$ cat src/clkbuf_defines.svh
// offsets, field positions, reset values and addresses of the buffer
`ifndef CLKBUF_DEFINES_SVH
`define CLKBUF_DEFINES_SVH

// apb byte addresses
`define OFS_ENABLE0      12'h000
`define OFS_ENABLE1      12'h004
`define OFS_ENABLE2      12'h008
`define OFS_STATUS       12'h00C

// enable byte reset values, all used bits on
`define RST_ENABLE0      8'hFF
`define RST_ENABLE1      8'h1F
`define RST_ENABLE2      8'h3F

// serial byte offsets of the three enable bytes
`define IDX_ENABLE0      7'h00
`define IDX_ENABLE1      7'h01
`define IDX_ENABLE2      7'h02

// status word field positions
`define ST_MODE          0
`define ST_DDR_FB        1
`define ST_SDR_FB        2
`define ST_SER_BUSY      3

// two-wire slave address and command layout
`define SER_ADDR         7'h69
`define CMD_BYTE_BIT     7
`define BLOCK_COUNT      8'h03
`define BITS_PER_BYTE    4'h8

`endif

$ cat src/clkbuf_pkg.sv
// types shared by the clock buffer modules
package clkbuf_pkg;

  // phase of the two-wire slave
  typedef enum logic [2:0] {
    PH_IDLE,
    PH_ADDR,
    PH_CMD,
    PH_COUNT,
    PH_WDATA,
    PH_RDATA,
    PH_SKIP
  } ser_phase_e;

  // whole state of the top module
  typedef struct packed {
    logic [1:0]  mode_sy;
    logic [1:0]  ddr_fb_sy;
    logic [1:0]  sdr_fb_sy;
    logic [2:0]  scl_sy;
    logic [2:0]  sda_sy;
    logic [7:0]  en0;
    logic [7:0]  en1;
    logic [7:0]  en2;
    logic [31:0] prdata;
    logic        pslverr;
    ser_phase_e  phase;
    logic        ack;
    logic [3:0]  bitcnt;
    logic [7:0]  shift;
    logic [7:0]  cmd;
    logic [6:0]  ptr;
    logic        rd_first;
    logic        sda_oe_n;
    logic        touched;
  } core_s;

endpackage

$ cat src/gate_if.sv
// mode and enables passed from the control core to the gate array
`timescale 1ns/10ps
interface gate_if;
  logic        ddr_mode;
  logic [12:0] en_sdr;
  logic [5:0]  en_ddr;

  modport ctrl (output ddr_mode, output en_sdr, output en_ddr);
  modport gate (input ddr_mode, input en_sdr, input en_ddr);
endinterface

$ cat src/clock_gate_array.sv
// gates the reference clock onto the ddr and sdr output groups
`timescale 1ns/10ps
module clock_gate_array (
  // control clock, used only for checks
  input  wire logic        pclk,
  input  wire logic        presetn,
  // reference and control
  input  wire logic        reference_clock_in,
  gate_if.gate             g,
  // clock outputs
  output logic [5:0]       ddr_true_out,
  output logic [5:0]       ddr_comp_out,
  output logic             ddr_feedback_out,
  output logic [12:0]      sdr_out,
  output logic             sdr_feedback_out
);
  import clkbuf_pkg::*;

  // enables move with pclk, so a change can clip one reference pulse
  assign ddr_true_out     = {6{reference_clock_in & g.ddr_mode}}
                            & g.en_ddr;
  assign ddr_comp_out     = {6{~reference_clock_in & g.ddr_mode}}
                            & g.en_ddr;
  assign sdr_out          = {13{reference_clock_in & ~g.ddr_mode}}
                            & g.en_sdr;
  // feedback pins ignore the enables; board loop only comes back as status bits
  assign ddr_feedback_out = reference_clock_in & g.ddr_mode;
  assign sdr_feedback_out = reference_clock_in & ~g.ddr_mode;

  AST_SDR_OFF_IN_DDR: assert property (
    @(posedge pclk) disable iff (!presetn)
    g.ddr_mode |-> (sdr_out == 13'h0000 && !sdr_feedback_out))
    else $error("sdr group active in ddr mode");

  AST_DDR_OFF_IN_SDR: assert property (
    @(posedge pclk) disable iff (!presetn)
    !g.ddr_mode |-> (ddr_true_out == 6'h00 && ddr_comp_out == 6'h00
                     && !ddr_feedback_out))
    else $error("ddr group active in sdr mode");

  AST_TRUE_COPY: assert property (
    @(posedge pclk) disable iff (!presetn)
    (g.ddr_mode && g.en_ddr[0]) |-> ddr_true_out[0] == reference_clock_in)
    else $error("true output is not a copy of the reference");

  AST_COMP_PAIR: assert property (
    @(posedge pclk) disable iff (!presetn)
    g.ddr_mode |-> (ddr_comp_out == (~ddr_true_out & g.en_ddr)))
    else $error("complement output does not pair with true output");

  AST_FEEDBACK_RUNS: assert property (
    @(posedge pclk) disable iff (!presetn)
    (sdr_feedback_out | ddr_feedback_out) == reference_clock_in)
    else $error("feedback output does not follow the reference");

  AST_DISABLED_LOW: assert property (
    @(posedge pclk) disable iff (!presetn)
    ((sdr_out & ~g.en_sdr) == 13'h0000)
    && ((ddr_true_out & ~g.en_ddr) == 6'h00))
    else $error("disabled output toggles");
endmodule

$ cat src/clock_buffer_output_gating.sv
// apb and two-wire control of the zero delay clock buffer outputs
//
// How it works
// - mode_select high runs ddr group, low runs sdr group; other group off.
// - six ddr pairs or thirteen sdr outputs, all from one reference.
// - true ddr and sdr outputs copy the reference when enabled.
// - complement ddr outputs carry the inverted reference.
// - feedback outputs copy the reference to close the external loop.
// - an output with its enable bit cleared sits low.
// - feedback outputs have no enable and run whenever their mode is on.
// - enable registers load defaults at reset, no serial access needed.
// - serial data is sampled on rising edges of the host serial clock.
// - loop aligns output edges with reference via external feedback; here the feedback inputs only feed status bits.
// - slave answers at seven-bit address 1101001 plus direction bit.
// - command bit 7 low is block from offset 0, high is byte at offset.
//
// Chosen here: the APB interface to the registers and the address map.
`timescale 1ns/10ps
`include "clkbuf_defines.svh"
module clock_buffer_output_gating (
  // apb slave
  input  wire logic        pclk,
  input  wire logic        presetn,
  input  wire logic [11:0] paddr,
  input  wire logic        psel,
  input  wire logic        penable,
  input  wire logic        pwrite,
  input  wire logic [31:0] pwdata,
  output logic [31:0]      prdata,
  output logic             pready,
  output logic             pslverr,
  // clock pins
  input  wire logic        reference_clock_in,
  input  wire logic        mode_select,
  input  wire logic        ddr_feedback_in,
  input  wire logic        sdr_feedback_in,
  output logic [5:0]       ddr_true_out,
  output logic [5:0]       ddr_comp_out,
  output logic             ddr_feedback_out,
  output logic [12:0]      sdr_out,
  output logic             sdr_feedback_out,
  // two-wire serial pins, data is open drain
  input  wire logic        serial_clock_in,
  input  wire logic        serial_data_in,
  output logic             serial_data_out,
  output logic             serial_data_oe_n
);
  import clkbuf_pkg::*;

  core_s state_q;
  core_s state_d;

  logic  scl_rise;
  logic  scl_fall;
  logic  start_ev;
  logic  stop_ev;
  logic  sda_now;
  logic  byte_end;
  logic  apb_setup;
  logic  apb_write;

  gate_if gates ();

  // enable byte at a serial offset, unused offsets read as zero
  function automatic logic [7:0] en_byte(core_s c, logic [6:0] idx);
    logic [7:0] b;
    b = 8'h00;
    unique case (idx)
      `IDX_ENABLE0: b = c.en0;
      `IDX_ENABLE1: b = c.en1;
      `IDX_ENABLE2: b = c.en2;
      default:      b = 8'h00;
    endcase
    return b;
  endfunction

  // store an enable byte, reserved bits kept at zero
  function automatic core_s put_byte(core_s c, logic [6:0] idx,
                                     logic [7:0] d);
    core_s r;
    r = c;
    unique case (idx)
      `IDX_ENABLE0: r.en0 = d & `RST_ENABLE0;
      `IDX_ENABLE1: r.en1 = d & `RST_ENABLE1;
      `IDX_ENABLE2: r.en2 = d & `RST_ENABLE2;
      default:      r = c;
    endcase
    r.touched = 1'b1;
    return r;
  endfunction

  // bus events straight from the apb pins, serial edges taken after the synchronisers
  assign apb_setup = psel & ~penable;
  assign apb_write = psel & penable & pwrite;
  assign sda_now   = state_q.sda_sy[1];
  assign scl_rise  = state_q.scl_sy[1] & ~state_q.scl_sy[2];
  assign scl_fall  = ~state_q.scl_sy[1] & state_q.scl_sy[2];
  assign start_ev  = state_q.scl_sy[1] & state_q.scl_sy[2]
                     & state_q.sda_sy[2] & ~state_q.sda_sy[1];
  assign stop_ev   = state_q.scl_sy[1] & state_q.scl_sy[2]
                     & ~state_q.sda_sy[2] & state_q.sda_sy[1];
  assign byte_end  = scl_fall & ~state_q.ack
                     & (state_q.bitcnt == `BITS_PER_BYTE);

  // next state of the whole block
  always_comb begin
    logic [3:0] status;
    logic       mapped;
    status = 4'h0;
    mapped = 1'b0;
    state_d = state_q;

    // pins pass two flops before any use
    state_d.mode_sy   = {state_q.mode_sy[0], mode_select};
    state_d.ddr_fb_sy = {state_q.ddr_fb_sy[0], ddr_feedback_in};
    state_d.sdr_fb_sy = {state_q.sdr_fb_sy[0], sdr_feedback_in};
    state_d.scl_sy    = {state_q.scl_sy[1:0], serial_clock_in};
    state_d.sda_sy    = {state_q.sda_sy[1:0], serial_data_in};

    // status word shows the synchronised pins and the serial activity
    status[`ST_MODE]     = state_q.mode_sy[1];
    status[`ST_DDR_FB]   = state_q.ddr_fb_sy[1];
    status[`ST_SDR_FB]   = state_q.sdr_fb_sy[1];
    status[`ST_SER_BUSY] = (state_q.phase != PH_IDLE);

    // apb read data and error are prepared in the setup cycle
    mapped = (paddr[1:0] == 2'b00) && (paddr[11:2] < 10'h003);
    if (apb_setup) begin
      state_d.pslverr = 1'b0;
      state_d.prdata  = 32'h0000_0000;
      if (paddr == `OFS_STATUS) begin
        state_d.prdata = {28'h000_0000, status};
      end else if (mapped) begin
        state_d.prdata = {24'h00_0000, en_byte(state_q, paddr[8:2])};
      end else begin
        state_d.pslverr = 1'b1;
      end
    end

    // apb write lands in the access cycle, pready is always high
    if (apb_write && mapped) begin
      state_d = put_byte(state_d, paddr[8:2], pwdata[7:0]);
    end

    // two-wire slave; its write comes after apb and wins on a clash
    if (start_ev) begin
      state_d.phase    = PH_ADDR;
      state_d.bitcnt   = 4'h0;
      state_d.ack      = 1'b0;
      state_d.sda_oe_n = 1'b1;
    end else if (stop_ev) begin
      state_d.phase    = PH_IDLE;
      state_d.ack      = 1'b0;
      state_d.sda_oe_n = 1'b1;
    end else if (scl_rise) begin
      if (state_q.ack) begin
        // host answer to a sent byte: high means no more wanted
        if (state_q.phase == PH_RDATA && sda_now) begin
          state_d.phase = PH_SKIP;
        end
      end else if (state_q.phase != PH_IDLE
                   && state_q.phase != PH_SKIP) begin
        if (state_q.phase != PH_RDATA) begin
          state_d.shift = {state_q.shift[6:0], sda_now};
        end
        state_d.bitcnt = state_q.bitcnt + 4'h1;
      end
    end else if (scl_fall) begin
      if (state_q.ack) begin
        // end of an acknowledge slot
        state_d.ack      = 1'b0;
        state_d.bitcnt   = 4'h0;
        state_d.sda_oe_n = 1'b1;
        if (state_q.phase == PH_RDATA) begin
          // block read opens with the byte count
          if (state_q.rd_first) begin
            state_d.shift    = `BLOCK_COUNT;
            state_d.rd_first = 1'b0;
          end else begin
            state_d.shift = en_byte(state_q, state_q.ptr);
            state_d.ptr   = state_q.ptr + 7'h01;
          end
          state_d.sda_oe_n = state_d.shift[7];
        end
      end else if (byte_end) begin
        unique case (state_q.phase)
          PH_ADDR: begin
            if (state_q.shift[7:1] == `SER_ADDR) begin
              state_d.ack      = 1'b1;
              state_d.sda_oe_n = 1'b0;
              if (state_q.shift[0]) begin
                state_d.phase    = PH_RDATA;
                state_d.rd_first = ~state_q.cmd[`CMD_BYTE_BIT];
              end else begin
                state_d.phase = PH_CMD;
              end
            end else begin
              state_d.phase = PH_SKIP;
            end
          end
          PH_CMD: begin
            state_d.cmd      = state_q.shift;
            state_d.ack      = 1'b1;
            state_d.sda_oe_n = 1'b0;
            if (state_q.shift[`CMD_BYTE_BIT]) begin
              state_d.ptr   = state_q.shift[6:0];
              state_d.phase = PH_WDATA;
            end else begin
              state_d.ptr   = 7'h00;
              state_d.phase = PH_COUNT;
            end
          end
          PH_COUNT: begin
            // count is taken but the stop ends the block anyway
            state_d.ack      = 1'b1;
            state_d.sda_oe_n = 1'b0;
            state_d.phase    = PH_WDATA;
          end
          PH_WDATA: begin
            state_d          = put_byte(state_d, state_q.ptr,
                                        state_q.shift);
            state_d.ptr      = state_q.ptr + 7'h01;
            state_d.ack      = 1'b1;
            state_d.sda_oe_n = 1'b0;
          end
          PH_RDATA: begin
            // release the line for the host acknowledge
            state_d.ack      = 1'b1;
            state_d.sda_oe_n = 1'b1;
          end
          PH_IDLE, PH_SKIP: begin
            state_d.bitcnt = state_q.bitcnt;
          end
        endcase
      end else if (state_q.phase == PH_RDATA) begin
        // next bit of a sent byte, most significant first
        state_d.shift    = {state_q.shift[6:0], 1'b0};
        state_d.sda_oe_n = state_d.shift[7];
      end
    end
  end

  // one register for the whole state, defaults at reset
  always_ff @(posedge pclk or negedge presetn) begin
    if (!presetn) begin
      state_q           <= '0;
      state_q.scl_sy    <= 3'h7;
      state_q.sda_sy    <= 3'h7;
      state_q.en0       <= `RST_ENABLE0;
      state_q.en1       <= `RST_ENABLE1;
      state_q.en2       <= `RST_ENABLE2;
      state_q.phase     <= PH_IDLE;
      state_q.sda_oe_n  <= 1'b1;
    end else begin
      state_q <= state_d;
    end
  end

  // apb answer: no wait states
  assign pready           = 1'b1;
  assign prdata           = state_q.prdata;
  assign pslverr          = state_q.pslverr;

  // open drain data line only ever pulls low
  assign serial_data_out  = 1'b0;
  assign serial_data_oe_n = state_q.sda_oe_n;

  // enable bytes split onto the output groups
  assign gates.ddr_mode   = state_q.mode_sy[1];
  assign gates.en_sdr     = {state_q.en1[4:0], state_q.en0};
  assign gates.en_ddr     = state_q.en2[5:0];

  // output gating of the reference clock
  clock_gate_array u_gates (
    .pclk               (pclk),
    .presetn            (presetn),
    .reference_clock_in (reference_clock_in),
    .g                  (gates.gate),
    .ddr_true_out       (ddr_true_out),
    .ddr_comp_out       (ddr_comp_out),
    .ddr_feedback_out   (ddr_feedback_out),
    .sdr_out            (sdr_out),
    .sdr_feedback_out   (sdr_feedback_out)
  );

  AST_DEFAULTS_HELD: assert property (
    @(posedge pclk) disable iff (!presetn)
    !state_q.touched |-> (state_q.en0 == `RST_ENABLE0
                          && state_q.en1 == `RST_ENABLE1
                          && state_q.en2 == `RST_ENABLE2))
    else $error("enable bytes left their defaults without a write");

  AST_SAMPLE_ON_RISE: assert property (
    @(posedge pclk) disable iff (!presetn)
    (scl_rise && !start_ev && !stop_ev && !state_q.ack
     && (state_q.phase inside {PH_ADDR, PH_CMD, PH_COUNT, PH_WDATA}))
    |=> (state_q.shift[0] == $past(sda_now)
         && state_q.bitcnt == $past(state_q.bitcnt) + 4'h1))
    else $error("serial bit not sampled on clock rise");

  AST_ADDR_ACK: assert property (
    @(posedge pclk) disable iff (!presetn)
    (byte_end && state_q.phase == PH_ADDR
     && state_q.shift[7:1] == `SER_ADDR)
    |=> (!serial_data_oe_n && state_q.ack) [*1] ##1
        (state_q.ack || state_q.phase != PH_IDLE))
    else $error("own address not acknowledged");

  AST_ADDR_MISS: assert property (
    @(posedge pclk) disable iff (!presetn)
    (byte_end && state_q.phase == PH_ADDR
     && state_q.shift[7:1] != `SER_ADDR)
    |=> (state_q.phase == PH_SKIP && serial_data_oe_n))
    else $error("foreign address acknowledged");

  AST_CMD_BYTE_OFFSET: assert property (
    @(posedge pclk) disable iff (!presetn)
    (byte_end && state_q.phase == PH_CMD && state_q.shift[7])
    |=> (state_q.ptr == $past(state_q.shift[6:0])
         && state_q.phase == PH_WDATA))
    else $error("byte command did not load its offset");

  AST_CMD_BLOCK_ZERO: assert property (
    @(posedge pclk) disable iff (!presetn)
    (byte_end && state_q.phase == PH_CMD && !state_q.shift[7])
    |=> (state_q.ptr == 7'h00 && state_q.phase == PH_COUNT))
    else $error("block command did not start at offset zero");

  // host refusal after a sent byte stops the read
  AST_NACK_ENDS_READ: assert property (
    @(posedge pclk) disable iff (!presetn)
    (scl_rise && state_q.ack && state_q.phase == PH_RDATA && sda_now)
    |=> (state_q.phase == PH_SKIP))
    else $error("host refusal did not end the read");

  // a block read sends the byte count before any enable byte
  AST_COUNT_LEADS: assert property (
    @(posedge pclk) disable iff (!presetn)
    (scl_fall && state_q.ack && state_q.phase == PH_RDATA
     && state_q.rd_first)
    |=> (state_q.shift == `BLOCK_COUNT && !state_q.rd_first))
    else $error("block read did not open with the byte count");
endmodule

$ cat config.mk
export PLATFORM = sky130hd
export DESIGN_NAME = clock_buffer_output_gating
export DESIGN_NICKNAME = d
export VERILOG_FILES = /design/src/clkbuf_pkg.sv /design/src/gate_if.sv /design/src/clock_gate_array.sv /design/src/clock_buffer_output_gating.sv
export VERILOG_INCLUDE_DIRS = /design/src
export SDC_FILE = /design/constraint.sdc
export NUM_CORES = 1
export LEC_CHECK = 0
export ABC_AREA = 1
export ABC_CLOCK_PERIOD_IN_PS = 2100
export BUFFER_PORTS_ARGS = -buffer_cell sky130_fd_sc_hd__buf_2
export CAP_MARGIN = 20
export CORE_MARGIN = 2
export CORE_UTILIZATION = 50
export CTS_BUF_LIST = sky130_fd_sc_hd__clkbuf_4
export DETAILED_ROUTE_END_ITERATION = 8
export GPL_TIMING_DRIVEN = 0
export PLACE_DENSITY_LB_ADDON = 0.1
export SLEW_MARGIN = 0
export SYNTH_ARGS = -nofsm -noshare
export SYNTH_HDL_FRONTEND = slang
export SYNTH_HIERARCHICAL = 1
export SYNTH_SLANG_ARGS = --single-unit
$ cat constraint.sdc
create_clock -name pclk -period 2.1 [get_ports pclk]
set_input_delay 0.105 -clock pclk [delete_from_list [all_inputs] [get_ports pclk]]
set_output_delay 0.105 -clock pclk [all_outputs]
set_load 0.005 [all_outputs]
# Yosys cells after proc, flatten, opt, wreduce, memory -nomap -nowiden
# Index checks and enable logic that the tools add are counted.
word_totals:
  ram_bits: 0
  mem_bits_ro: 0
  out_inout_bits: 63
  elab_cells: 175
  reg_bits: 103
  n_memories: 0
  latch_bits: 0
  inputBits: 55
classes:
  addsub: 2
  n_bitwise: 27
  order_cmp: 1
  muxes: 98
  reduce_logical: 12
  eq_ne: 16
  div: 0
  mul: 0
  shifts: 0
op_table:
  columns: ["cell", "count"]
  rows:
  - ["67-bit 2-to-1 mux", 7]
  - ["77-bit 2-to-1 mux", 5]
  - ["69-bit 2-to-1 mux", 3]
  - ["8-bit 2-to-1 mux", 22]
  - ["103-bit 2-to-1 mux", 1]
  - ["16-bit 2-to-1 mux", 6]
  - ["91-bit 2-to-1 mux", 1]
  - ["72-bit 2-to-1 mux", 1]
  - ["65-bit 2-to-1 mux", 1]
  - ["57-bit 2-to-1 mux", 1]
  - ["8-bit case mux with 3 select lines", 2]
  - ["12-bit 2-to-1 mux", 3]
  - ["33-bit 2-to-1 mux", 1]
  - ["15-bit case mux with 2 select lines", 1]
  - ["28-bit 2-to-1 mux", 1]
  - ["24-bit 2-to-1 mux", 1]
  - ["18-bit 2-to-1 mux", 1]
  - ["3-bit 2-to-1 mux", 6]
  - ["9-bit 2-to-1 mux", 2]
  - ["2-bit 2-to-1 mux", 8]
  - ["1-bit AND", 15]
  - ["1-bit 2-to-1 mux", 15]
  - ["7-bit by 1-bit equality test with 1-bit output, second input constant", 2]
  - ["7-bit by 2-bit equality test with 1-bit output, second input constant", 2]
  - ["29 further kinds", 48]

# Logic depth before layout (Yosys ltp)
# Gate-level depths: netlist (run 1).
logic_depth:
  depth_word: 27
  ltp_mapped: 12
  mapped_depth_nobuf: 12

# Cells and area by module
# Netlist (run 1), hierarchy kept.
modules_own_cells:
  columns: ["mod", "cells_each", "instances", "area_each_um2", "seq_area_each_um2"]
  rows:
  - ["clock_buffer_output_gating", 668, 1, 4748.3, 1809.2]
  - ["clock_gate_array", 52, 1, 205.2, 0.0]

# Worst setup path after synthesis (run 1)
# No wires, ideal clock.
synth_timing:
  kind: "register -> register"
  start: "register state_q[96] (netlist bit)"
  end: "register state_q (netlist bit gates.en_sdr[6])"
  arrival_time_ns: 1.697
  slack_ns: 0.331
  setup_time_ns: 0.072
  stages_incl_launch_ff: 12
  synth_period_minus_slack_ns: 1.769
  n_path_buf: 2
  required_time_ns: 2.028
  path_cell_list: "dfstp_2 -> inv_1 -> ha_1 -> clkbuf_2 -> inv_1 -> nand2_1 -> nor2_1 -> nand4_2 -> buf_6 -> or2_0 -> nand2_1 -> inv_1"
synth_lines:
  columns: ["item", "line", "text"]
  rows:
  - ["from (decl)", "clock_buffer_output_gating.sv:50", "core_s state_q;"]
  - ["from (signal assigned)", "clock_buffer_output_gating.sv:255", "state_q <= state_d;"]

==> results.md, run 1 <==
- H-tree levels: 3
- RD Place Congestion: 0.965
- PD cells: 568 nW/um^2
- P&R area growth vs syn: 19.0%
- CP max FO: 10
- Antenna cells: 0
- Final Instance Count excl. Fillers: 975
- Post-DP HPWL: approximately 10000 um
- Crit start category: register
- Worst EP arrival: around 2.4 ns
- CP most frequent cell: inv_1
- DR top layer: met4
- CTS tree: yes
- Post-route ant nets: 0
- CTS Buf Count: 9
- Largest family of logic cells by synthesized area: simple AND/OR/NAND/NOR gates
- Post-Syn Area per Cell: about 6.9 sq um
- Int Pwr: ~0.0022 W
- Synth top area share: a little under a quarter
- Clock-pin slew on the worst setup and hold paths: 0.13 ns
- Total vias in the final route: 4807
- Sink Count: between 70 and 80
- WL final: between 10000 and 15000 um
- Final #Nets: about 900
- Final Max Tran Viols: 0
- Slowest stage cell, crit path: dfstp_2
- XOR/XNOR Fraction of Synth Area: 1.06%
- Worst vdd ir: 0.444 mV
- DR vias/cell: 4.93
- Met2 WL: approximately 6700 um
- Fillers: roughly 900
- Synth Area in Simple Gates: ~33%
- WL met3: 789 um
- Combinational Power Share: 21.7%
- Tot GR Track Use: roughly 26%
- Clock power share: between 30 and 40%
- Number of antenna violations at the first check in global routing: 0
- Count leader, synth: nand2_1
- Synth area leaders: dfrtp_1 (23%), dfstp_2 (14%), nand2_1 (12%)
- Final setup viols: 0
- Worst Skew: approximately 0.015 ns
- Fin Setup TNS: 0 ns
- Core area: approximately 9700 sq um
- 1st-iter DRT viols: 303
- Synthesis-stage register bit count: roughly 70
- Ports: 118
- Register area share after synthesis: between 30% and 40%
- Synth cell types: slightly below 50
- Total power: 0.00335 W
- DR DRC count: 0
- Commonest cells post-synth: nand2_1 (155), inv_1 (118), nor2_1 (113)
- Fmax: roughly 0.50 GHz
- Register area: between 1500 and 2000 sq um
- Fin. Hold Viols: 0
- RSZ-0062 raised after global routing: yes
- Std-Cell Rows: 36
- Least-Margin Pin Slew: 0.908 ns
- Share of cells above drive strength 1: between 20% and 30%
- Max incr delay on CP: 0.57 ns
- Worst path cell trace: inv_1 > ha_1 > clkbuf_2 > inv_1 > nand2_1 > nor2_2 > nand4_2 > buf_6 > or2_0 > nand2_1 > inv_1
- Die outline area: 10700 sq um
- Final worst path period share: between 90% and 100%
- P_sw: between 0.001 and 0.0015 W
- Initial core utilization: 51.1%
- Crit path kind: register to register
- Async SR Flop Fraction: 100%
- Die Y: just over 100 um
- Total gr overflow: 0
- Drt pass-1 iters: 6
- Compound-cell area share of the yosys netlist: a little under 10%
- Clock Tree Buf Depth: 2
- Crit. End Element: register
- Largest net degree at the start of global routing: 72
- Cell taking the most area after synthesis: dfrtp_1
- First-pass GRT wire length: roughly 22000 um
- Post-placement cell count: between 900 and 1000
- Sequential power share: around 48%
- Leakage: 3.18 nW
- Max_slew headroom: between 30% and 40%
- Vias in the first global route: ~4500
- Met1 WL: approximately 5800 um
- Post-synthesis mux area share: 0%
- Final min period: approximately 2 ns
- Clock root cell: clkbuf_4
- Yosys warns: 6
- Switching share of total power: between 30 and 40%
- R2r setup slk: 0.1 ns
- EDFF count, synth: 0
- Skew-Pair Late Insertion Delay: roughly 0.44 ns
- Syn Std Cell Area: between 4000 and 5000 sq um
- Hold Path Class: input pin to register
- Synth Flop Type: dfrtp_1
- Mean routed wirelength per cell: between 10 and 15 um
- Footprint of the multi-input gates: around 2400 sq um
- Status: finished, final reports clean
- Worst path required time: between 2 and 3 ns
- Adder-cell area share of the yosys netlist: under 10%
- Max Cap Viol: 0
- IO buf count: 67
- Mapped Cells: between 700 and 800
- Die X: ~100 um
## stage by stage
| stage | cell area (sq um) | worst slack, ns | hold WS, ns | util (%) |
|---|---|---|---|---|
| 3_5_place_dp | 5550 | 0.101 | 0.215 | 57.3 |
| 6_report | 5890 | 0.0990 | 0.0394 | 60.9 |
| 2_1_floorplan | 5040 | 0.331 | -0.191 | - |
| 3_3_place_gp | 5550 | 0.123 | 0.210 | 57.3 |
| 5_1_grt | 5890 | -0.0172 | 0.0603 | 60.9 |
| 4_1_cts | 5850 | 0.0628 | 0.0208 | 60.4 |
## layout by cell type, fill, tap and decap left out, types with 3 or more instances in the layout
master	instances
conb_1	26
o21ai_1	4
ha_1	9
inv_2	13
dfstp_2	26
xor2_1	4
clkbuf_1	3
nand2_1	151
a31oi_1	5
nand3_1	57
buf_2	66
a21oi_1	14
clkbuf_4	10
nand2_2	10
nor3_1	16
buf_4	36
o22ai_1	6
o21ai_0	35
nor2_1	110
dfrtp_1	45
nor2_2	6
inv_1	118
buf_6	5
nor2_4	7
dlygate4sd3_1	14
a21oi_2	3
## sequential cells by signal, summed over array words and instances (netlist names)
name / cells
gates.en_sdr: 13
gates.ddr_mode: 1
pslverr: 1
state_q: 40
gates.en_ddr: 6
sda_now: 1
prdata: 8
serial_data_oe_n: 1
## layout make-up
| class | count | share of cell area, % |
|---|---|---|
| multi-input combinational | 497 | 41.3 |
| sequential | 71 | 30.7 |
| inverter | 133 | 8.64 |
| timing repair buffer | 82 | 8.24 |
| buffer | 43 | 5.56 |
| tap | 133 | 2.82 |
| clock inverter | 6 | 1.44 |
| clock buffer | 10 | 1.27 |
## logic make-up after synthesis
kind of cell	Yosys count
AOI/OAI and AO/OA	83
xor gates and xnor gates	6
DFF	71
other	2
buffers and inverters	176
adders and majority gates	9
and+or+nand+nor	373
## routing by layer
metal / vias to the layer above / track usage (%)
met4: 0 / 7.63
met5: - / 0
met1: 2190 / 32.9
met2: 172 / 45.1
li1: 2424 / -
met3: 21 / 4.03
## worst max-delay path: cells and delay by family, from the launching register on
family | cells | cell delay, ns
buffers and inverters | 5 | 0.54
adders and majority gates | 1 | 0.18
DFF | 1 | 0.57
and+or+nand+nor | 5 | 0.67
## timing repair
action / 4_1_cts / 5_1_grt
resized for setup: 0 / 13
hold buffers: 14 / 0
endpoints found under the hold margin: 64 / 0
endpoints found under the setup margin: 0 / 19
buffers inserted: 0 / 1
## power groups by stage
| stage | clock network, W | logic [W] | registers, W |
|---|---|---|---|
| 2_1_floorplan | 0 | 0.000464 | 0.00158 |
| 3_3_place_gp | 0 | 0.000681 | 0.00162 |
| 3_5_place_dp | 0 | 0.000692 | 0.00162 |
| 4_1_cts | 0.00104 | 0.000715 | 0.00160 |
| 5_1_grt | 0.00109 | 0.000821 | 0.00162 |
| 6_report | 0.00102 | 0.000726 | 0.00160 |
## worst paths after layout
| path | from | to | depth (start not counted) |
|---|---|---|---|
| max reg2reg | state_q[96]$_DFF_PN1_ | gates.en_sdr[6]$_DFF_PN1_ | 11 |
| max | state_q[96]$_DFF_PN1_ | gates.en_sdr[6]$_DFF_PN1_ | 11 |
| min in group asynchronous | presetn | state_q[73]$_DFF_PN0_ | 2 |
| min | paddr[0] | prdata[0]$_DFFE_PN0P_ | 4 |
| min reg2reg | state_q[101]$_DFF_PN0_ | gates.ddr_mode$_DFF_PN0_ | 0 |
| max in group asynchronous | presetn | state_q[23]$_DFFE_PN0P_ | 2 |
(Power assumes the default switching activity.)
==> run 2, diff against run 1 <==
BUFFER_PORTS_ARGS = -buffer_cell sky130_fd_sc_hd__buf_4   (was -buffer_cell sky130_fd_sc_hd__buf_2)
==> run 2 against run 1 <==
Effect of this change:
- die area is the same
- global-route usage is essentially flat
- utilization grew 1.7 points
- final cell count is the same
- via count shrank 0.19%
- critical path type unchanged
- largest cell class unchanged
- highest routed layer unchanged
==> results.md, run 2 (same netlist as run 1, synthesis figures left out) <==
- RD Place Congestion: 0.955 (-1.1%)
- Status: finished, final reports clean
- Tot GR Track Use: 25.7% (about the same)
- Ports: 118 (unchanged)
- Leakage: 3.21 nW (+1.1%)
- Final Max Tran Viols: 0 (unchanged)
- PD cells: 561 nW/um^2 (-1.3%)
- Post-route ant nets: 0 (unchanged)
- 1st-iter DRT viols: 254 (-16%)
- Fin. Hold Viols: 0 (unchanged)
- Final Instance Count excl. Fillers: 975 (unchanged)
- Hold Path Class: input pin to register
- Die outline area: 10700 sq um (unchanged)
- Met1 GRT Util: 32.2% (-0.65 points)
- Worst path required time: 2.41 ns (-0.09 ns)
- Worst Skew: 0.0248 ns (+0.0100 ns)
- Total vias in the final route: 4798 (-0.19%)
- Drt pass-1 iters: 5 (-1)
- Sequential power share: 47.2% (-0.6 points)
- Share of cells above drive strength 1: 24.2% (unchanged)
- Post-placement cell count: 944 (unchanged)
- Antenna cells: 0 (unchanged)
- Commonest non-fill, non-tap cell in the layout: nand2_1
- Initial core utilization: 51.1% (unchanged)
- Std-Cell Rows: 36 (unchanged)
- Number of flip-flops in the largest register: 40 (unchanged)
- P&R area growth vs syn: 22.3%
- Max incr delay on CP: 0.57 ns (about the same)
- Total gr overflow: 0 (unchanged)
- Clock-pin slew on the worst setup and hold paths: 0.13 ns (about the same)
- CTS Buf Count: 9 (unchanged)
- Switching share of total power: 33.6% (+0.090 points)
- Least-Margin Pin Slew: 0.915 ns (+0.00736 ns)
- WL final: 13700 um (+1.2%)
- DR DRC count: 0 (unchanged)
- Met2 Track Usage GR: 44.7% (-0.43 points)
- Most frequent cells in the layout: nand2_1 (152), inv_1 (118), nor2_1 (109)
- Final setup viols: 0 (unchanged)
- Worst EP arrival: 2.28 ns (-0.12 ns)
- CP most frequent cell: nand2_1
- Worst path cell trace: inv_1 > ha_1 > clkbuf_2 > nand2_1 > nand2_1 > o21ai_0 > nand2_1 > nor2_4 > nand2_1 > xor2_1 > nor2_1
- Clock root cell: clkbuf_4
- Int Pwr: 0.00226 W (+1.3%)
- Mean routed wirelength per cell: 14.1 um (+1.2%)
- Final #Nets: 901 (unchanged)
- First-pass GRT wire length: 22200 um (+0.44%)
- Grt peak-use layer: met2
- Total power: 0.00340 W (+1.4%)
- Sink Count: 71 (unchanged)
- CTS tree: yes
- P_sw: 0.00114 W (+1.7%)
- Top reg by flops: state_q
- H-tree levels: 3 (unchanged)
- RSZ-0062 raised after global routing: yes
- Crit. End Element: register
- Crit path kind: register to register
- Combinational Power Share: 22.4% (+0.7 points)
- Fmax: 0.508 GHz (+1.7%)
- Clock Tree Buf Depth: 2 (unchanged)
- Max Cap Viol: 0 (unchanged)
- IO buf count: 67 (unchanged)
- Vias in the first global route: 4570 (+1.9%)
- Final worst path period share: 93.7% (-1.6 points)
- Skew-Pair Late Insertion Delay: 0.43 ns (about the same)
- Post-DP HPWL: 10100 um (-0.40%)
- DR vias/cell: 4.92 (-0.19%)
- Max_slew headroom: 39.0% (-0.49 points)
- GRT met3 Usage: 4.85% (+0.82 points)
- Die X: 104 um (unchanged)
- Crit start category: register
- Clock power share: 30.5% (about the same)
- Core area: 9680 sq um (unchanged)
- Number of antenna violations at the first check in global routing: 0 (unchanged)
- Die Y: 104 um (unchanged)
- Largest net degree at the start of global routing: 72 (unchanged)
- Final min period: 1.97 ns (-0.0337 ns)
- Slowest stage cell, crit path: dfstp_2
- Worst vdd ir: 0.474 mV (+6.9%)
- CP max FO: 7 (-3)
## run 2: per-stage QoR
step	instance area, sq um	setup TNS, ns	utilization [%]	worst slack, ns	hold slack, ns
floorplan	5040	0	-	0.331	-0.191
global placement	5710	0	59.0	0.105	0.213
detailed placement	5710	0	59.0	0.0730	0.215
finish	6060	0	62.5	0.133	0.0664
global route	6060	-0.0766	62.5	-0.0359	0.0778
CTS	6010	0	62.1	0.0517	0.0357
## run 2: worst paths after layout
kind / start / to / slack, ns / cells past startpoint
setup / recovery: state_q[96]$_DFF_PN1_ / state_q[29]$_DFFE_PN0P_ / 0.13 / 11
hold / removal: paddr[0] / prdata[0]$_DFFE_PN0P_ / 0.07 / 4
setup reg to reg: state_q[96]$_DFF_PN1_ / state_q[29]$_DFFE_PN0P_ / 0.13 / 11
hold reg to reg: state_q[97]$_DFF_PN0_ / state_q[98]$_DFF_PN0_ / 0.34 / 0
max in group asynchronous: presetn / state_q[29]$_DFFE_PN0P_ / 1.15 / 2
min in group asynchronous: presetn / state_q[4]$_DFFE_PN0P_ / 0.35 / 2
## run 2: worst max-delay path, delay by kind of cell, from the launching register on
family,cells,cell delay [ns]
simple gates,6,0.59
flops,1,0.57
buf+inv,2,0.19
fa+ha+maj,1,0.18
compound gates,1,0.16
xor+xnor,1,0.16
## run 2: layout make-up
cell class	instances	area, sq um
buffer	43	324
clock buffer	10	75.1
clock inverter	6	86.3
fill	921	3630
inverter	133	509
multi-input combinational	497	2430
sequential	71	1810
tap	133	166
timing repair buffer	82	651
## run 2: layer usage
layer	up-vias	part of all wire, %
met5	-	0
met3	24	5.1
met1	2200	44
met4	0	2.1
met2	166	49
li1	2408	-
## run 2: power by group through the flow
stage | registers, W | logic (W) | clock network (W)
after floorplan | 0.00158 | 0.000464 | 0
after global placement | 0.00162 | 0.000707 | 0
after detailed placement | 0.00162 | 0.000718 | 0
after CTS | 0.00160 | 0.000741 | 0.00107
after global routing | 0.00162 | 0.000847 | 0.00109
final | 0.00160 | 0.000760 | 0.00104
## run 2: timing repair
action                                  in CTS  in global routing
endpoints found under the setup margin       0                 29
hold endpoints to repair                    62                  0
setup buffers                                0                  1
resized for setup                            0                 12
hold buffers                                14                  0
